==> src/include/uerp_pkg.sv <==
`default_nettype none
package uerp_pkg;
    localparam int DATA_W = 8;
    localparam int ERR_W = 3;
    localparam int RXF_W = 11;
    localparam int RXF_DEPTH = 32;
    localparam int CNT_W = 6;

    localparam logic [2:0] OFS_DATA = 3'h0;
    localparam logic [2:0] OFS_IER = 3'h1;
    localparam logic [2:0] OFS_ISR = 3'h2;
    localparam logic [2:0] OFS_LCR = 3'h3;
    localparam logic [2:0] OFS_RESUME1 = 3'h4;
    localparam logic [2:0] OFS_LSR = 3'h5;
    localparam logic [2:0] OFS_MSR = 3'h6;
    localparam logic [2:0] OFS_PAUSE2 = 3'h7;
    localparam logic [2:0] OFS_RESUME2 = 3'h5;
    localparam logic [2:0] OFS_PAUSE1 = 3'h6;

    localparam logic [7:0] LCR_ENH_KEY = 8'hBF;
    localparam int LCR_DIV_BIT = 7;
    localparam int EFR_ENH_BIT = 4;
    localparam int FCR_EN_BIT = 0;
    localparam int FCR_RXRST_BIT = 1;
    localparam int FEATURE_CONTROL_RX_SEL_BIT = 7;
    localparam int IER_RX_BIT = 0;
    localparam int IER_TX_BIT = 1;
    localparam int IER_LS_BIT = 2;
    localparam int IER_MS_BIT = 3;

    localparam logic [7:0] IER_STD_MASK = 8'h0F;
    localparam logic [7:0] IER_ENH_MASK = 8'hFF;
    localparam logic [7:0] DLD_MASK = 8'h0F;
    localparam logic [7:0] EFR_MASK = 8'h3F;
    localparam logic [7:0] FEATURE_CONTROL_MASK = 8'hF4;

    localparam logic [3:0] ISR_LSR = 4'h6;
    localparam logic [3:0] ISR_RXRDY = 4'h4;
    localparam logic [3:0] ISR_TXRDY = 4'h2;
    localparam logic [3:0] ISR_MSR = 4'h0;
    localparam logic [3:0] ISR_NONE = 4'h1;

    localparam int LSR_DR = 0;
    localparam int LSR_OE = 1;
    localparam int LSR_THRE = 5;
    localparam int LSR_TEMT = 6;
    localparam int LSR_GERR = 7;

    localparam logic [7:0] ZERO8 = 8'h00;
    localparam logic [7:0] RX_TRIG_RST = 8'h01;
    localparam logic [7:0] TX_TRIG_RST = 8'h00;
    // Identity values are arbitrary.
    localparam logic [7:0] REVISION_CODE = 8'h01;
    localparam logic [7:0] DEVICE_CODE = 8'h07;
endpackage
`default_nettype wire

==> src/core/uerp_fifo.sv <==
`timescale 1ns/1ns
`default_nettype none
module uerp_fifo #(
    parameter int WIDTH = 11,
    parameter int DEPTH = 32,
    parameter int CW = 6
) (
    input wire logic clk,
    input wire logic rst,
    input wire logic flush,
    input wire logic in_valid,
    output logic in_ready,
    input wire logic [WIDTH-1:0] in_data,
    output logic out_valid,
    input wire logic out_ready,
    output logic [WIDTH-1:0] out_data,
    output logic [CW-1:0] count
);
    localparam int AW = $clog2(DEPTH);

    logic [WIDTH-1:0] mem [DEPTH];
    logic [AW-1:0] wr_ptr_ff, nxt_wr_ptr, rd_ptr_ff, nxt_rd_ptr;
    logic [CW-1:0] cnt_ff, nxt_cnt;
    logic rdy_ff, nxt_rdy;
    logic push, pop;

    assign push = in_valid && rdy_ff && !flush;
    assign pop = out_valid && out_ready && !flush;
    assign out_valid = cnt_ff != '0;
    assign out_data = mem[rd_ptr_ff];
    assign in_ready = rdy_ff;
    assign count = cnt_ff;

    always_comb begin
        nxt_wr_ptr = wr_ptr_ff;
        nxt_rd_ptr = rd_ptr_ff;
        nxt_cnt = cnt_ff;
        if (flush) begin
            nxt_wr_ptr = '0;
            nxt_rd_ptr = '0;
            nxt_cnt = '0;
        end else begin
            if (push) begin
                nxt_wr_ptr = AW'(wr_ptr_ff + 1'b1);
            end
            if (pop) begin
                nxt_rd_ptr = AW'(rd_ptr_ff + 1'b1);
            end
            nxt_cnt = CW'(cnt_ff + CW'(push) - CW'(pop));
        end
        nxt_rdy = nxt_cnt < CW'(DEPTH);
    end

    always_ff @(posedge clk) begin
        if (rst) begin
            wr_ptr_ff <= '0;
            rd_ptr_ff <= '0;
            cnt_ff <= '0;
            rdy_ff <= 1'b1;
        end else begin
            wr_ptr_ff <= nxt_wr_ptr;
            rd_ptr_ff <= nxt_rd_ptr;
            cnt_ff <= nxt_cnt;
            rdy_ff <= nxt_rdy;
        end
    end

    always_ff @(posedge clk) begin
        if (push) begin
            mem[wr_ptr_ff] <= in_data;
        end
    end
endmodule
`default_nettype wire

==> src/core/uerp_regs.sv <==
`timescale 1ns/1ns
`default_nettype none
module uerp_regs (
    input wire logic clk,
    input wire logic rst,
    input wire logic host_cs,
    input wire logic host_rd,
    input wire logic host_wr,
    input wire logic [2:0] host_addr,
    input wire logic [uerp_pkg::DATA_W-1:0] host_wdata,
    output logic [uerp_pkg::DATA_W-1:0] host_rdata,
    output logic irq,
    input wire logic rx_valid,
    output logic rx_ready,
    input wire logic [uerp_pkg::DATA_W-1:0] rx_data,
    input wire logic [uerp_pkg::ERR_W-1:0] rx_err,
    output logic tx_wr,
    output logic [uerp_pkg::DATA_W-1:0] tx_data,
    input wire logic tx_empty,
    input wire logic tsr_empty,
    input wire logic [uerp_pkg::DATA_W-1:0] tx_level,
    input wire logic [uerp_pkg::DATA_W-1:0] modem_status,
    input wire logic modem_int,
    output logic [15:0] baud_div,
    output logic [3:0] baud_frac,
    output logic [uerp_pkg::DATA_W-1:0] line_ctrl,
    output logic [uerp_pkg::DATA_W-1:0] tx_trigger
);
    import uerp_pkg::*;

    function automatic logic [7:0] pad8(input logic [CNT_W-1:0] v);
        pad8 = {{(8 - CNT_W){1'b0}}, v};
    endfunction

    logic [7:0] lcr_ff, nxt_lcr, ier_ff, nxt_ier, dll_ff, nxt_dll, dlm_ff, nxt_dlm;
    logic [7:0] dld_ff, nxt_dld, efr_ff, nxt_efr, feature_control_ff, nxt_feature_control;
    logic [7:0] rx_trig_ff, nxt_rx_trig, tx_trig_ff, nxt_tx_trig;
    logic [7:0] res1_ff, nxt_res1, res2_ff, nxt_res2, pau1_ff, nxt_pau1, pau2_ff, nxt_pau2;
    logic [7:0] rdata_ff, nxt_rdata, tx_data_ff, nxt_tx_data;
    logic fifo_en_ff, nxt_fifo_en, overrun_ff, nxt_overrun, irq_ff, nxt_irq;
    logic tx_wr_ff, nxt_tx_wr;
    logic [CNT_W-1:0] err_cnt_ff, nxt_err_cnt;

    logic enh_mode, div_mode, efr_on, rd_acc, wr_acc, flush;
    logic fifo_in_valid, fifo_ready, fifo_out_valid, pop, push, div_zero;
    logic [RXF_W-1:0] head;
    logic [CNT_W-1:0] rx_cnt;
    logic [7:0] ier_eff, trig_eff, line_status_reg, interrupt_status_reg, rd_mux;
    logic [3:0] isr_code;
    logic rx_cond, ls_cond, tx_cond, ms_cond;

    assign enh_mode = lcr_ff == LCR_ENH_KEY;
    assign div_mode = lcr_ff[LCR_DIV_BIT] && !enh_mode;
    assign efr_on = efr_ff[EFR_ENH_BIT];
    assign rd_acc = host_cs && host_rd;
    assign wr_acc = host_cs && host_wr;
    assign div_zero = (dll_ff == ZERO8) && (dlm_ff == ZERO8);
    assign ier_eff = efr_on ? ier_ff : (ier_ff & IER_STD_MASK);
    assign pop = rd_acc && host_addr == OFS_DATA && !enh_mode && !div_mode && fifo_out_valid;
    assign fifo_in_valid = rx_valid && (fifo_en_ff || rx_cnt == '0);
    assign push = fifo_in_valid && fifo_ready && !flush;
    assign flush = wr_acc && host_addr == OFS_ISR && !enh_mode && !(div_mode && efr_on)
        && (host_wdata[FCR_RXRST_BIT] || host_wdata[FCR_EN_BIT] != fifo_en_ff);
    assign trig_eff = (rx_trig_ff == ZERO8) ? RX_TRIG_RST : rx_trig_ff;

    uerp_fifo #(.WIDTH(RXF_W), .DEPTH(RXF_DEPTH), .CW(CNT_W)) u_rx_fifo (
        .clk(clk),
        .rst(rst),
        .flush(flush),
        .in_valid(fifo_in_valid),
        .in_ready(fifo_ready),
        .in_data({rx_err, rx_data}),
        .out_valid(fifo_out_valid),
        .out_ready(pop),
        .out_data(head),
        .count(rx_cnt)
    );

    always_comb begin
        // Receive status bits sit below bit 5 and at bit 7, transmit bits at 5 and 6.
        line_status_reg = ZERO8;
        line_status_reg[LSR_DR] = rx_cnt != '0;
        line_status_reg[LSR_OE] = overrun_ff;
        line_status_reg[4:2] = (rx_cnt != '0) ? head[RXF_W-1:DATA_W] : 3'b000;
        line_status_reg[LSR_THRE] = tx_empty;
        line_status_reg[LSR_TEMT] = tx_empty && tsr_empty;
        line_status_reg[LSR_GERR] = err_cnt_ff != '0;
        // Trigger level in FIFO mode, any character otherwise.
        rx_cond = fifo_en_ff ? (pad8(rx_cnt) >= trig_eff) : (rx_cnt != '0);
        ls_cond = ier_eff[IER_LS_BIT] && line_status_reg[4:1] != 4'h0;
        tx_cond = ier_eff[IER_TX_BIT] && tx_empty;
        ms_cond = ier_eff[IER_MS_BIT] && modem_int;
        if (ls_cond) begin
            isr_code = ISR_LSR;
        end else if (ier_eff[IER_RX_BIT] && rx_cond) begin
            isr_code = ISR_RXRDY;
        end else if (tx_cond) begin
            isr_code = ISR_TXRDY;
        end else if (ms_cond) begin
            isr_code = ISR_MSR;
        end else begin
            isr_code = ISR_NONE;
        end
        interrupt_status_reg = {{2{fifo_en_ff}}, 2'b00, isr_code};
        unique case (host_addr)
            OFS_DATA: rd_mux = enh_mode ? (feature_control_ff[FEATURE_CONTROL_RX_SEL_BIT] ? pad8(rx_cnt) : tx_level)
                : div_mode ? (div_zero ? REVISION_CODE : dll_ff) : head[DATA_W-1:0];
            OFS_IER: rd_mux = enh_mode ? feature_control_ff
                : div_mode ? (div_zero ? DEVICE_CODE : dlm_ff) : ier_eff;
            OFS_ISR: rd_mux = enh_mode ? efr_ff
                : (div_mode && efr_on) ? (dld_ff & DLD_MASK) : interrupt_status_reg;
            OFS_LCR: rd_mux = lcr_ff;
            OFS_RESUME1: rd_mux = enh_mode ? res1_ff : ZERO8;
            OFS_LSR: rd_mux = enh_mode ? res2_ff : line_status_reg;
            OFS_MSR: rd_mux = enh_mode ? pau1_ff : modem_status;
            OFS_PAUSE2: rd_mux = enh_mode ? pau2_ff : ZERO8;
        endcase
    end

    always_comb begin
        nxt_lcr = lcr_ff;
        nxt_ier = ier_ff;
        nxt_dll = dll_ff;
        nxt_dlm = dlm_ff;
        nxt_dld = dld_ff;
        nxt_efr = efr_ff;
        nxt_feature_control = feature_control_ff;
        nxt_rx_trig = rx_trig_ff;
        nxt_tx_trig = tx_trig_ff;
        nxt_res1 = res1_ff;
        nxt_res2 = res2_ff;
        nxt_pau1 = pau1_ff;
        nxt_pau2 = pau2_ff;
        nxt_fifo_en = fifo_en_ff;
        nxt_tx_wr = 1'b0;
        nxt_tx_data = tx_data_ff;
        nxt_rdata = rd_acc ? rd_mux : rdata_ff;
        nxt_irq = isr_code != ISR_NONE;
        nxt_overrun = overrun_ff;
        if (rd_acc && host_addr == OFS_LSR && !enh_mode) begin
            nxt_overrun = 1'b0;
        end
        if (rx_valid && !push) begin
            nxt_overrun = 1'b1;
        end
        nxt_err_cnt = CNT_W'(err_cnt_ff + CNT_W'(push && rx_err != '0)
            - CNT_W'(pop && head[RXF_W-1:DATA_W] != '0));
        if (flush) begin
            nxt_err_cnt = '0;
        end
        if (wr_acc) begin
            if (host_addr == OFS_LCR) begin
                nxt_lcr = host_wdata;
            end else if (enh_mode) begin
                unique case (host_addr)
                    OFS_DATA: begin
                        if (feature_control_ff[FEATURE_CONTROL_RX_SEL_BIT]) begin
                            nxt_rx_trig = host_wdata;
                        end else begin
                            nxt_tx_trig = host_wdata;
                        end
                    end
                    OFS_IER: nxt_feature_control = host_wdata & FEATURE_CONTROL_MASK;
                    OFS_ISR: nxt_efr = host_wdata & EFR_MASK;
                    OFS_RESUME1: nxt_res1 = host_wdata;
                    OFS_RESUME2: nxt_res2 = host_wdata;
                    OFS_PAUSE1: nxt_pau1 = host_wdata;
                    OFS_PAUSE2: nxt_pau2 = host_wdata;
                    default: nxt_lcr = lcr_ff;
                endcase
            end else if (div_mode && host_addr == OFS_DATA) begin
                nxt_dll = host_wdata;
            end else if (div_mode && host_addr == OFS_IER) begin
                nxt_dlm = host_wdata;
            end else if (div_mode && efr_on && host_addr == OFS_ISR) begin
                nxt_dld = host_wdata & DLD_MASK;
            end else if (host_addr == OFS_DATA) begin
                nxt_tx_wr = 1'b1;
                nxt_tx_data = host_wdata;
            end else if (host_addr == OFS_IER) begin
                nxt_ier = host_wdata & (efr_on ? IER_ENH_MASK : IER_STD_MASK);
            end else if (host_addr == OFS_ISR) begin
                nxt_fifo_en = host_wdata[FCR_EN_BIT];
            end
        end
    end

    always_ff @(posedge clk) begin
        if (rst) begin
            lcr_ff <= ZERO8;
            ier_ff <= ZERO8;
            dll_ff <= ZERO8;
            dlm_ff <= ZERO8;
            dld_ff <= ZERO8;
            efr_ff <= ZERO8;
            feature_control_ff <= ZERO8;
            rx_trig_ff <= RX_TRIG_RST;
            tx_trig_ff <= TX_TRIG_RST;
            res1_ff <= ZERO8;
            res2_ff <= ZERO8;
            pau1_ff <= ZERO8;
            pau2_ff <= ZERO8;
            fifo_en_ff <= 1'b0;
            tx_wr_ff <= 1'b0;
            tx_data_ff <= ZERO8;
            rdata_ff <= ZERO8;
            irq_ff <= 1'b0;
            overrun_ff <= 1'b0;
            err_cnt_ff <= '0;
        end else begin
            lcr_ff <= nxt_lcr;
            ier_ff <= nxt_ier;
            dll_ff <= nxt_dll;
            dlm_ff <= nxt_dlm;
            dld_ff <= nxt_dld;
            efr_ff <= nxt_efr;
            feature_control_ff <= nxt_feature_control;
            rx_trig_ff <= nxt_rx_trig;
            tx_trig_ff <= nxt_tx_trig;
            res1_ff <= nxt_res1;
            res2_ff <= nxt_res2;
            pau1_ff <= nxt_pau1;
            pau2_ff <= nxt_pau2;
            fifo_en_ff <= nxt_fifo_en;
            tx_wr_ff <= nxt_tx_wr;
            tx_data_ff <= nxt_tx_data;
            rdata_ff <= nxt_rdata;
            irq_ff <= nxt_irq;
            overrun_ff <= nxt_overrun;
            err_cnt_ff <= nxt_err_cnt;
        end
    end

    assign host_rdata = rdata_ff;
    assign irq = irq_ff;
    assign rx_ready = fifo_ready;
    assign tx_wr = tx_wr_ff;
    assign tx_data = tx_data_ff;
    assign baud_div = {dlm_ff, dll_ff};
    assign baud_frac = dld_ff[3:0];
    assign line_ctrl = lcr_ff;
    assign tx_trigger = tx_trig_ff;
endmodule
`default_nettype wire

==> config.mk <==
export PLATFORM = sky130hd
export DESIGN_NAME = uerp_regs
export DESIGN_NICKNAME = d
export VERILOG_FILES = /design/src/include/uerp_pkg.sv /design/src/core/uerp_fifo.sv /design/src/core/uerp_regs.sv
export SDC_FILE = /design/constraint.sdc
export NUM_CORES = 1
export LEC_CHECK = 0
export ABC_CLOCK_PERIOD_IN_PS = 4250
export BUFFER_PORTS_ARGS = -buffer_cell sky130_fd_sc_hd__buf_2
export CELL_PAD_IN_SITES_DETAIL_PLACEMENT = 1
export CELL_PAD_IN_SITES_GLOBAL_PLACEMENT = 1
export CORE_UTILIZATION = 45
export DETAILED_ROUTE_END_ITERATION = 8
export PLACE_DENSITY_LB_ADDON = 0.12
export SLEW_MARGIN = 0
export SYNTH_ARGS = -nofsm -noshare
export SYNTH_HDL_FRONTEND = slang
export SYNTH_SLANG_ARGS = --single-unit
==> constraint.sdc <==
create_clock -name clk -period 4.25 [get_ports clk]
set_input_delay 0.425 -clock clk [delete_from_list [all_inputs] [get_ports clk]]
set_output_delay 0.425 -clock clk [all_outputs]
set_load 0.01 [all_outputs]
; Yosys cells after proc, flatten, opt, wreduce, memory -nomap -nowiden
; Memories as Yosys holds them, arrays and structs flattened. A register that Yosys moved wholly into a read port is not among the register bits.
; Index checks and enable logic that the tools add are counted.
[classes]
add_sub_neg = 6
n_mul = 0
div = 0
n_lt_le_gt_ge = 2
eq_ne = 10
n_shift = 0
mux = 31
bitwise = 10
reduce_logical = 66
[ops]
columns = op, count
row1 = 8-bit two-way mux, 16
row2 = 8-bit one-hot mux with 8 select lines, 1
row3 = 1-bit logical AND, 31
row4 = 4-bit AND reduction, 7
row5 = 8-bit zero test, 3
row6 = 5-bit AND reduction, 3
row7 = 6-bit by 1-bit adder with 6-bit output, 2
row8 = 3-bit equality test (second input constant), 4
row9 = 6-bit nonzero test, 2
row10 = 6-bit by 1-bit subtractor with 6-bit output, 2
row11 = 5-bit by 1-bit adder with 5-bit output (second input constant), 2
row12 = 5-bit two-way mux, 2
row13 = 1-bit NOT, 9
row14 = 9-bit AND reduction, 1
row15 = 8-bit AND, 1
row16 = 8-bit equality test (second input constant), 1
row17 = 6-bit by 8-bit greater-or-equal comparator with 1-bit output, 1
row18 = 4-bit two-way mux, 2
row19 = 8-bit AND reduction, 1
row20 = 1-bit two-way mux, 7
row21 = 7-bit AND reduction, 1
row22 = 7-bit OR reduction, 1
row23 = 3-bit by 2-bit equality test with 1-bit output (second input constant), 2
row24 = 6-bit zero test, 1
row25 = other kinds (16), 22
[totals]
register_bits = 138
latchBits = 0
ramBits = 352
mem_bits_ro = 0
wordCells = 150
memories = 1
[mem_list]
columns = memory, words, width, read_ports, rd_ports_with_merged_regs, write_ports, line
row1 = u_rx_fifo.mem, 32, 11, 1, 1, 1, uerp_fifo.sv:21  ; logic [WIDTH-1:0] mem [DEPTH];

; Logic depth before layout (Yosys ltp)
; Gate-level depths: netlist of the first run.
[depth]
word_depth = 13
mapped_depth = 19

; Modules after synthesis
; From an unflattened synthesis of the first run, not the netlist that was laid out.
[unflattened]
cells_unflattened = 1462
area_unflattened_um2 = 20677.3
[modules_own_cells]
columns = module, instances, cells_each, area_per_inst_um2, seq_area_each_um2
row1 = uerp_fifo, 1, 784, 14656.6, 11010.6
row2 = uerp_regs, 1, 678, 6020.8, 2422.3

; Worst setup path before layout of the first run
; Ideal clock, no wire load.
[synth_path]
path_type = register -> register
from = register with a tool-made name
to = register err_cnt_ff[4]
setup_ps = 128
t_arrival_ps = 3518
path_slack_ps = 604
path_stages_with_launch = 18
n_path_buf = 2
synth_period_minus_slack_ps = 3646
cell_sequence = dfxtp_1 -> buf_2 -> buf_2 -> mux4_2 -> mux4_2 -> mux2_2 -> o21a_1 -> ha_1 -> inv_1 -> ha_1 -> inv_1 -> fa_1 -> inv_1 -> a21oi_1 -> nor2_1 -> nor2_1 -> xor2_1 -> nor2_1
[synth_rtl]
columns = element, line
row1 = "end signal, assigned", uerp_regs.sv:230  ; err_cnt_ff <= nxt_err_cnt;
row2 = "end, declared", uerp_regs.sv:42  ; logic [CNT_W-1:0] err_cnt_ff, nxt_err_cnt;

==> impl_metrics.ini, run 1 <==
[placed_design]
placed_cell_area_mm2 = 0.0221
gp_congestion = 0.949
dp_cells = 2066
io_buffers = 101
hpwl_mm = 40.0
place_ws_ns = 0.299

[synth]
synth_area_leaders = edfxtp_1 (51%), dfxtp_1 (14%), mux4_2 (12%)
yosysUniqueCellTypes = 72
synth_top_area_share_pct = 51.4
synthCells = 1381
netlist_area_mm2 = 0.0206
yosysWarnings = 0
synth_top_area_cell = edfxtp_1
synthArstFlopShare_pct = 0
synth-main-ff-cell = edfxtp_1
syn_area_per_cell_um2 = 14.9
ys_ff_latch = 495
syn-num-nets = 1457
ys_seq_area_share_pct = 65.3
synth_edf_count = 352

[sta]
setup_ws_ns = 0.307
finClkSkew_ns = 0.0215
period_needed_ns = 3.94
slew_headroom_pct = 19.2
tightest_slew_ns = 1.21
timing.fmax_ghz = 0.254
finalSetupViolCount = 0
rsz0062_at_grt = no
tns_ns = 0
maxSlewViolCount = 0
fin_crit_sh_pct = 92.8
hold_viol = 0

[power_and_ir_drop]
irDropWorstVdd_uv = 331
p_leak_uw = 0.00805
p_sw_uw = 2570
comb_power_share_pct = 9.9
pwr-share-seq_pct = 49.4
internal-power_uw = 8250
p_clk_share_pct = 40.7
p_sw_share_pct = 23.7
power.density_mw_per_mm2 = 457

[clocking]
cts_resized = 0
htree_levels = 2
clk_pin_slew_ns = 0.06
cts_setup_buffers = 0
cts-hold-fix-buffers = 0
cts_tree = done
clockBufferDepth = 3
cts-root-buf = clkbuf_16
clock_sinks = 495
insertion_delay_ns = 0.59
cts_made_buffers = 52

[finish]
final_cell_mix = edfxtp_1 (352), nor2_1 (159), dfxtp_1 (139)
utilization_pct = 53.0
area_growth_pct = 15.1
layout_commonest_cell = edfxtp_1
layout.nets = 1604
multi_input_area_mm2 = 0.00665
design_area_mm2 = 0.0237
antennaDiodeCount = 0
register_area_mm2 = 0.0134
final_cells = 2158
nFillCells = 4356
drive_gt1_share_pct = 24.3

[worst_setup_path]
cp-start-kind = flip-flop
cp_data_arrival_time_ns = 4.38
crit_fanout = 20
reg2reg_slack_ns = 0.31
path_class = flip-flop to flip-flop
end_kind = flip-flop
crit_required_ns = 4.69

[grt]
grt_usage_pct = 26.1
first_global_vias = 13200
grt_max_degree = 84
antenna_found_initial = 1
grt_pass1_wl_mm = 88.2
gr-total-overflow = 0

[detailed_routing]
num_vias = 12700
dr.pass1.iters = 5
via_per_inst = 5.89
drc_errors = 0
wl_per_cell_um = 27.7
dr.first_iter.drc_count = 1006
antenna_left = 0
drt-total-wl_mm = 59.8

[status]
status = finished clean

[floorplanning]
start_util_pct = 46.0
die_w_um = 216
die_y_um = 216
rows = 77
die-area_mm2 = 0.0466
core_area_mm2 = 0.0447
io_pins = 102

[worst_hold_path]
min_path_type = input pin to flip-flop
min_from = rx_err[0]

[job]
cap_violations = 0
-- final timing paths --
kind / end / cells after the start
hold reg to reg: pau2_ff[0] / 2
setup reg to reg: err_cnt_ff[4] / 16
setup / recovery: err_cnt_ff[4] / 16
hold / removal: u_rx_fifo.mem[1][8] / 1
-- power groups by stage --
stage,Clock [uW],Combinational (uW),Sequential (uW)
after detailed placement,0,1080,5450
after global placement,0,1050,5450
final,4400,1070,5350
after CTS,4480,1090,5350
after floorplan,0,672,5420
after global routing,4650,1180,5360
-- layout make-up --
class	count	share of cell area (%)
multi-input cells	766	28.1
clock inverters	26	0.962
inverters	37	0.586
flip-flops and latches	495	56.8
well taps	592	3.13
clock buffers	66	5.89
repair buffers	176	4.58
-- routing by layer --
layer	vias to the layer above	wire length (um)	GRT usage (%)
met5	-	0	0
met4	0	2020	8.75
met3	118	3440	4.58
met2	435	28400	42.2
met1	6599	25900	35.7
li1	5563	-	-
-- synth_stat cells, types with 7 or more instances --
library cell    n
buf_2          13
buf_1           7
nor2b_1        10
xnor2_1         7
nand2_1        85
a21oi_1        50
nand3_1        22
or3_1           8
nor2_1        159
inv_1          35
o21ai_0        22
nor3_1         10
edfxtp_1      352
clkbuf_1       59
mux2i_1       100
mux4_2        106
ha_1           27
xor2_1          9
dfxtp_1       143
-- through the flow --
stage	power, uW	hold slack (ns)
global placement	6500	0.436
CTS	10900	0.113
detailed placement	6530	0.446
finish	10800	0.141
global route	11200	0.125
floorplan	6090	0.428
-- registers in the layout, indices dropped and copies added (netlist names), 5 cells and up, named ones only --
register and count:
u_rx_fifo.mem 352, dll_ff 8, dlm_ff 8, host_rdata 8
ier_ff 8, line_ctrl 8, pau1_ff 8, pau2_ff 8
res1_ff 8, res2_ff 8, rx_trig_ff 8, tx_data 8
tx_trigger 8, efr_ff 6, err_cnt_ff 6, u_rx_fifo.count 6
feature_control_ff 5, u_rx_fifo.rd_ptr_ff 5, u_rx_fifo.wr_ptr_ff 5
-- logic make-up (layout without fill, tap and decap cells) --
kind of cell | Yosys count | after routing | synth area share [%]
compound gates | 159 | 159 | 5.22
buf+inv | 120 | 305 | 2.38
flops | 495 | 495 | 65.3
mux | 211 | 211 | 16.7
xor+xnor | 16 | 16 | 0.681
simple gates | 351 | 351 | 7.85
fa+ha+maj | 29 | 29 | 1.84
-- worst max-delay path: stages, from the launching register on --
cell     delay (ns)
dfxtp_4        0.59
buf_4          0.26
mux4_2         0.52
mux4_2         0.48
mux2_2         0.31
o21a_1         0.21
ha_1           0.27
inv_1          0.06
ha_1           0.16
inv_1          0.06
fa_1           0.43
inv_1          0.07
a21oi_1        0.06
nor2_1         0.09
nor2_1         0.06
xor2_1         0.12
nor2_1         0.05
Power figures use the tool's default switching activity.
==> inputs of run 2 (changes only) <==
--- a/config.mk
+++ b/config.mk
@@ -7,8 +7,8 @@
 export LEC_CHECK = 0
 export ABC_CLOCK_PERIOD_IN_PS = 4250
 export BUFFER_PORTS_ARGS = -buffer_cell sky130_fd_sc_hd__buf_2
-export CELL_PAD_IN_SITES_DETAIL_PLACEMENT = 1
-export CELL_PAD_IN_SITES_GLOBAL_PLACEMENT = 1
+export CELL_PAD_IN_SITES_DETAIL_PLACEMENT = 2
+export CELL_PAD_IN_SITES_GLOBAL_PLACEMENT = 2
 export CORE_UTILIZATION = 45
 export DETAILED_ROUTE_END_ITERATION = 8
 export PLACE_DENSITY_LB_ADDON = 0.12
==> run 2 against run 1 <==
  * Non-clock buffer count decreased by 7
  * Die area unchanged
  * Largest power group unchanged
  * Sequential cell count unchanged
  * Wire length increased by 20%
  * Critical endpoint unchanged
  * Critical path depth increased by 1
  * Design area about the same
  * Sequential share of layout area about the same
  * Largest cell class unchanged
  * Worst hold slack improved by 0.026 ns
==> impl_metrics.ini, run 2 (synthesized netlist as in run 1, its figures left out) <==
[floorplanning]
start_util_pct = 46.0
io_pins = 102
core_area_mm2 = 0.0447
rows = 77
die-area_mm2 = 0.0466
die_y_um = 216
die_w_um = 216

[sta]
finalSetupViolCount = 0
setup_ws_ns = 0.126
hold_viol = 0
fin_crit_sh_pct = 97.0
slew_headroom_pct = 28.1
timing.fmax_ghz = 0.243
period_needed_ns = 4.12
rsz0062_at_grt = no
tns_ns = 0
tightest_slew_ns = 1.08
maxSlewViolCount = 0
finClkSkew_ns = 0.0265

[clocking]
cts-root-buf = clkbuf_16
clockBufferDepth = 3
cts_tree = done
cts-hold-fix-buffers = 0
cts_made_buffers = 52
insertion_delay_ns = 0.62
clock_sinks = 495
clk_pin_slew_ns = 0.07
htree_levels = 2

[grt]
first_global_vias = 14400
gr-total-overflow = 0
grt_pass1_wl_mm = 104
grt_max_degree = 90
antenna_found_initial = 0
grt_usage_pct = 31.4

[finish]
drive_gt1_share_pct = 24.2
final_cell_mix = edfxtp_1 (352), nor2_1 (159), dfxtp_1 (139)
largest_register_ffs = 352
area_growth_pct = 15.1
antennaDiodeCount = 0
top_register = u_rx_fifo.mem
layout.nets = 1597
layout_commonest_cell = edfxtp_1
final_cells = 2154
design_area_mm2 = 0.0237

[detailed_routing]
via_per_inst = 6.22
drt-total-wl_mm = 72.0
dr.pass1.iters = 5
dr.first_iter.drc_count = 1223
wl_per_cell_um = 33.4
drc_errors = 0
antenna_left = 0
num_vias = 13400

[worst_setup_path]
crit_fanout = 27
critical_path.cell_chain = buf_4 -> mux4_2 -> mux2i_1 -> a22o_1 -> o21ai_0 -> o21a_1 -> ha_1 -> inv_1 -> ha_1 -> inv_1 -> fa_1 -> inv_1 -> a21oi_1 -> nor2_1 -> nor2_1 -> xor2_1 -> nor2_1
cp_slowest_cell = mux4_2
crit_required_ns = 4.72
r2r_cells = 17
end_kind = flip-flop
cp_data_arrival_time_ns = 4.59
cpPeakStageDelay_ns = 0.57
cp-start-kind = flip-flop
reg2reg_slack_ns = 0.13
path_class = flip-flop to flip-flop

[power_and_ir_drop]
p_leak_uw = 0.00804
irDropWorstVdd_uv = 510
power.density_mw_per_mm2 = 466

[placed_design]
place_ws_ns = 0.140
gp_congestion = 0.921
dp_cells = 2058
io_buffers = 101
hpwl_mm = 44.8
placed_cell_area_mm2 = 0.0220

[status]
status = finished clean

[worst_hold_path]
min_path_type = input pin to flip-flop
holdPathStages = 3

[job]
cap_violations = 0
==> run 2: cell types whose count changed in the layout (fill, tap and decap cells not counted), moves of 2 or more <==
cell,change
buf_8,+2
buf_4,-9
clkbuf_8,+4
clkinv_2,-2
bufinv_16,-3
==> run 2: area by class of cell <==
type / instances / area (um2)
flip-flops and latches: 495 / 13400
inverters: 37 / 139
clock inverters: 23 / 174
well taps: 592 / 741
clock buffers: 72 / 1480
multi-input cells: 766 / 6660
fillers: 4090 / 21000
repair buffers: 169 / 1050
==> run 2: what timing repair did <==
item,in CTS,in global routing
buffers inserted,1,0
pin swaps,0,0
endpoints found under the setup margin,2,1
gates resized for setup,1,4
==> run 2: stage by stage <==
step	util, %	total power [uW]	hold slack [ns]
2_1_floorplan	-	6090	0.428
3_3_place_gp	49.2	6500	0.435
3_5_place_dp	49.2	6570	0.446
4_1_cts	52.9	11100	0.136
5_1_grt	53.0	11300	0.151
6_report	53.0	11000	0.167
==> run 2: path summary, 6_finish.rpt <==
check,start,end
setup / recovery,flip-flop,err_cnt_ff[4]
hold / removal,rx_valid,overrun_ff
setup reg to reg,flip-flop,err_cnt_ff[4]
hold reg to reg,res1_ff[0],res1_ff[0]
==> run 2: metal layers <==
metal | vias up | wire length [um] | share of wire (%) | GRT usage, %
li1 | 5546 | - | - | -
met1 | 7183 | 28900 | 40 | 40.0
met2 | 551 | 37400 | 52 | 55.4
met3 | 124 | 3800 | 5.3 | 4.45
met4 | 0 | 1950 | 2.7 | 9.29
met5 | - | 0 | 0 | 0
==> run 2: worst max-delay path, delay by kind of cell, from the launching register on <==
family / cells / cell delay (ns)
AO/OA/AOI/OAI: 4 / 0.75
XOR/XNOR: 1 / 0.15
adder cells (fa/ha/maj): 3 / 0.94
buffers and inverters: 4 / 0.64
flip-flops: 1 / 0.39
multiplexers: 2 / 0.84
AND/OR/NAND/NOR: 3 / 0.25
==> run 2: report_power, final <==
part           internal, uW  leakage (uW)  switching (uW)
registers              5270       0.00432            80.1
clock network          2500      0.000813            2030
logic                   434       0.00290             716
total                  8210       0.00804            2830
==> inputs of run 3 (changes only) <==
--- a/config.mk
+++ b/config.mk
@@ -5,11 +5,13 @@
 export SDC_FILE = /design/constraint.sdc
 export NUM_CORES = 1
 export LEC_CHECK = 0
+export ABC_AREA = 1
 export ABC_CLOCK_PERIOD_IN_PS = 4250
 export BUFFER_PORTS_ARGS = -buffer_cell sky130_fd_sc_hd__buf_2
 export CELL_PAD_IN_SITES_DETAIL_PLACEMENT = 2
 export CELL_PAD_IN_SITES_GLOBAL_PLACEMENT = 2
-export CORE_UTILIZATION = 45
+export CORE_ASPECT_RATIO = 0.6
+export CORE_UTILIZATION = 41
 export DETAILED_ROUTE_END_ITERATION = 8
 export PLACE_DENSITY_LB_ADDON = 0.12
 export SLEW_MARGIN = 0
==> constraint.sdc (replaced) <==
create_clock -name clk -period 4.25 [get_ports clk]
set_input_delay 0.425 -clock clk [delete_from_list [all_inputs] [get_ports clk]]
set_output_delay 0.425 -clock clk [all_outputs]
set_load 0.005 [all_outputs]
==> run 3 against run 2 <==
  * Core utilization is 5.4 points lower
  * Wire length increased by 7.9%
  * Sequential share of layout area grew 0.083 points
  * Critical path depth is 5 higher
  * Synthesized cell count increased by 43%
  * Design area decreased by 0.17%
  * Sequential power about the same
  * Total power is 1.4% lower
  * Largest power group unchanged
==> impl_metrics.ini, run 3 <==
[finish]
top_register = u_rx_fifo.mem
utilization_pct = 47.6
nFillCells = 5119
largest_register_ffs = 352
multi_input_area_mm2 = 0.00630
layout.nets = 2173
area_growth_pct = 14.0
register_area_mm2 = 0.0134
drive_gt1_share_pct = 12.8
layout_commonest_cell = edfxtp_1
final_cell_mix = edfxtp_1 (352), o21ai_0 (267), nor2_1 (262)

[detailed_routing]
drc_errors = 0
dr.pass1.iters = 5
num_vias = 16500
dr.first_iter.drc_count = 1430
drt-total-wl_mm = 77.7
wl_per_cell_um = 28.0
antenna_left = 0
via_per_inst = 5.95

[clocking]
cts-root-buf = clkbuf_16
cts-hold-fix-buffers = 0
clk_pin_slew_ns = 0.07
clockBufferDepth = 3
clock_sinks = 495
cts_made_buffers = 48
cts_tree = done
htree_levels = 2
cts_resized = 0
insertion_delay_ns = 0.58
cts_setup_buffers = 0

[grt]
gr-total-overflow = 0
grt_usage_pct = 30.3
antenna_found_initial = 4
grt_max_degree = 94
first_global_vias = 17500
grt_pass1_wl_mm = 115

[synth]
synth_area_leaders = edfxtp_1 (51%), dfxtp_1 (14%), o21ai_0 (6.4%)
synth_edf_count = 352
synth-main-ff-cell = edfxtp_1
synthArstFlopShare_pct = 0
netlist_area_mm2 = 0.0207
syn-num-nets = 2055
synth_top_area_share_pct = 50.9
ys_ff_latch = 495
synthCells = 1979
ys_seq_area_share_pct = 64.7
yosysWarnings = 0
yosys.cell_count.top_type = edfxtp_1
synth_top_area_cell = edfxtp_1
syn_area_per_cell_um2 = 10.5
yosysUniqueCellTypes = 50
synth_commonest_cells = edfxtp_1 (352), o21ai_0 (267), nor2_1 (262), nand2_1 (218), dfxtp_1 (143)

[sta]
period_needed_ns = 3.87
slew_headroom_pct = 25.9
finClkSkew_ns = 0.0249
fin_crit_sh_pct = 91.0
tns_ns = 0
finalSetupViolCount = 0
maxSlewViolCount = 0
holdWs_ns = 0.165
tightest_slew_ns = 1.11
hold_viol = 0
timing.fmax_ghz = 0.259
rsz0062_at_grt = no

[worst_setup_path]
path_common_cell = nand2_1
cp_slowest_cell = dfxtp_4
cp_data_arrival_time_ns = 4.32
end_kind = flip-flop
critical_path.cell_chain = inv_4 -> buf_4 -> nand2_1 -> nand3_1 -> nand3_1 -> nand2_1 -> nand2_1 -> nand3_1 -> nand2_1 -> nand3_1 -> nand2_1 -> inv_1 -> ha_1 -> inv_1 -> ha_1 -> inv_1 -> fa_1 -> nor2_1 -> nor2_1 -> o21bai_1 -> or2_2 -> a21oi_1
path_class = flip-flop to flip-flop
crit_fanout = 27
cp-start-kind = flip-flop
cpPeakStageDelay_ns = 0.55
crit_required_ns = 4.70

[power_and_ir_drop]
p_total_uw = 10900
power.density_mw_per_mm2 = 460
p_leak_uw = 0.00845
irDropWorstVdd_uv = 381

[worst_hold_path]
min_path_type = input pin to flip-flop

[status]
status = finished clean

[placed_design]
io_buffers = 101
gp_congestion = 0.967
hpwl_mm = 53.5

[floorplanning]
die_w_um = 292
die-area_mm2 = 0.0515
core_area_mm2 = 0.0497
die_y_um = 176
start_util_pct = 41.8
rows = 63
io_pins = 102

[job]
cap_violations = 0
## run 3: cell count changes in the layout (fill, tap and decap cells not counted), sizes merged, moves of 20 or more
cell / change
o21ai: +249
a21oi: +82
o211ai: +24
nor2: +108
o22ai: +38
mux2i: -100
nand3: +115
a211oi: +20
nand2: +134
inv: +93
mux4: -106
## run 3: per-layer routing
metal,part of all wire [%],global-route usage (%)
met5,0.014,0
met3,8.4,7.69
met1,48,45.5
met2,42,43.8
met4,1.8,6.72
## run 3: layout make-up
| cell class | instances | area share, % |
|---|---|---|
| timing repair buffer | 178 | 4.79 |
| inverter | 133 | 2.12 |
| clock buffer | 59 | 5.43 |
| antenna | 2 | 0.0212 |
| tap | 650 | 3.44 |
| clock inverter | 20 | 0.683 |
| sequential | 495 | 56.9 |
| multi-input combinational | 1241 | 26.7 |
## run 3: where the power goes
part | total, uW | leakage (uW) | switching (uW) | internal, uW
Combinational | 1360 | 0.00342 | 955 | 408
Sequential | 5340 | 0.00432 | 66.2 | 5280
Clock | 4180 | 0.000711 | 1880 | 2300
Total | 10900 | 0.00845 | 2900 | 7990
## run 3: cells by family after synthesis
group                      count (synthesis)  share of synthesized area [%]
AOI/OAI and AO/OA                        545                           14.8
adders and majority gates                 29                           1.82
buffers and inverters                    243                           4.92
and+or+nand+nor                          664                           13.6
xor gates and xnor gates                   3                          0.127
DFF                                      495                           64.7
## run 3: worst max-delay path, delay by kind of cell, from the launching register on
| kind | cells | cell delay [ns] |
|---|---|---|
| AOI/OAI and AO/OA | 2 | 0.19 |
| adders and majority gates | 3 | 0.87 |
| buffers and inverters | 5 | 0.65 |
| DFF | 1 | 0.55 |
| and+or+nand+nor | 12 | 1.44 |
## run 3: worst paths after layout
check	cells past startpoint	slack [ns]	from	endpoint
setup reg to reg	22	0.38	flip-flop	err_cnt_ff[4]
hold reg to reg	2	0.45	tx_data[3]	tx_data[3]
hold / removal	3	0.17	rx_valid	overrun_ff
setup / recovery	22	0.38	flip-flop	err_cnt_ff[4]
## run 3: per-stage QoR
stage	cell area, um2	std cells	setup WS (ns)
floorplan	20700	1979	1.19
global placement	22200	2697	0.699
detailed placement	22200	2697	0.531
CTS	23600	2776	0.414
global route	23600	2776	0.0669
finish	23600	2778	0.384
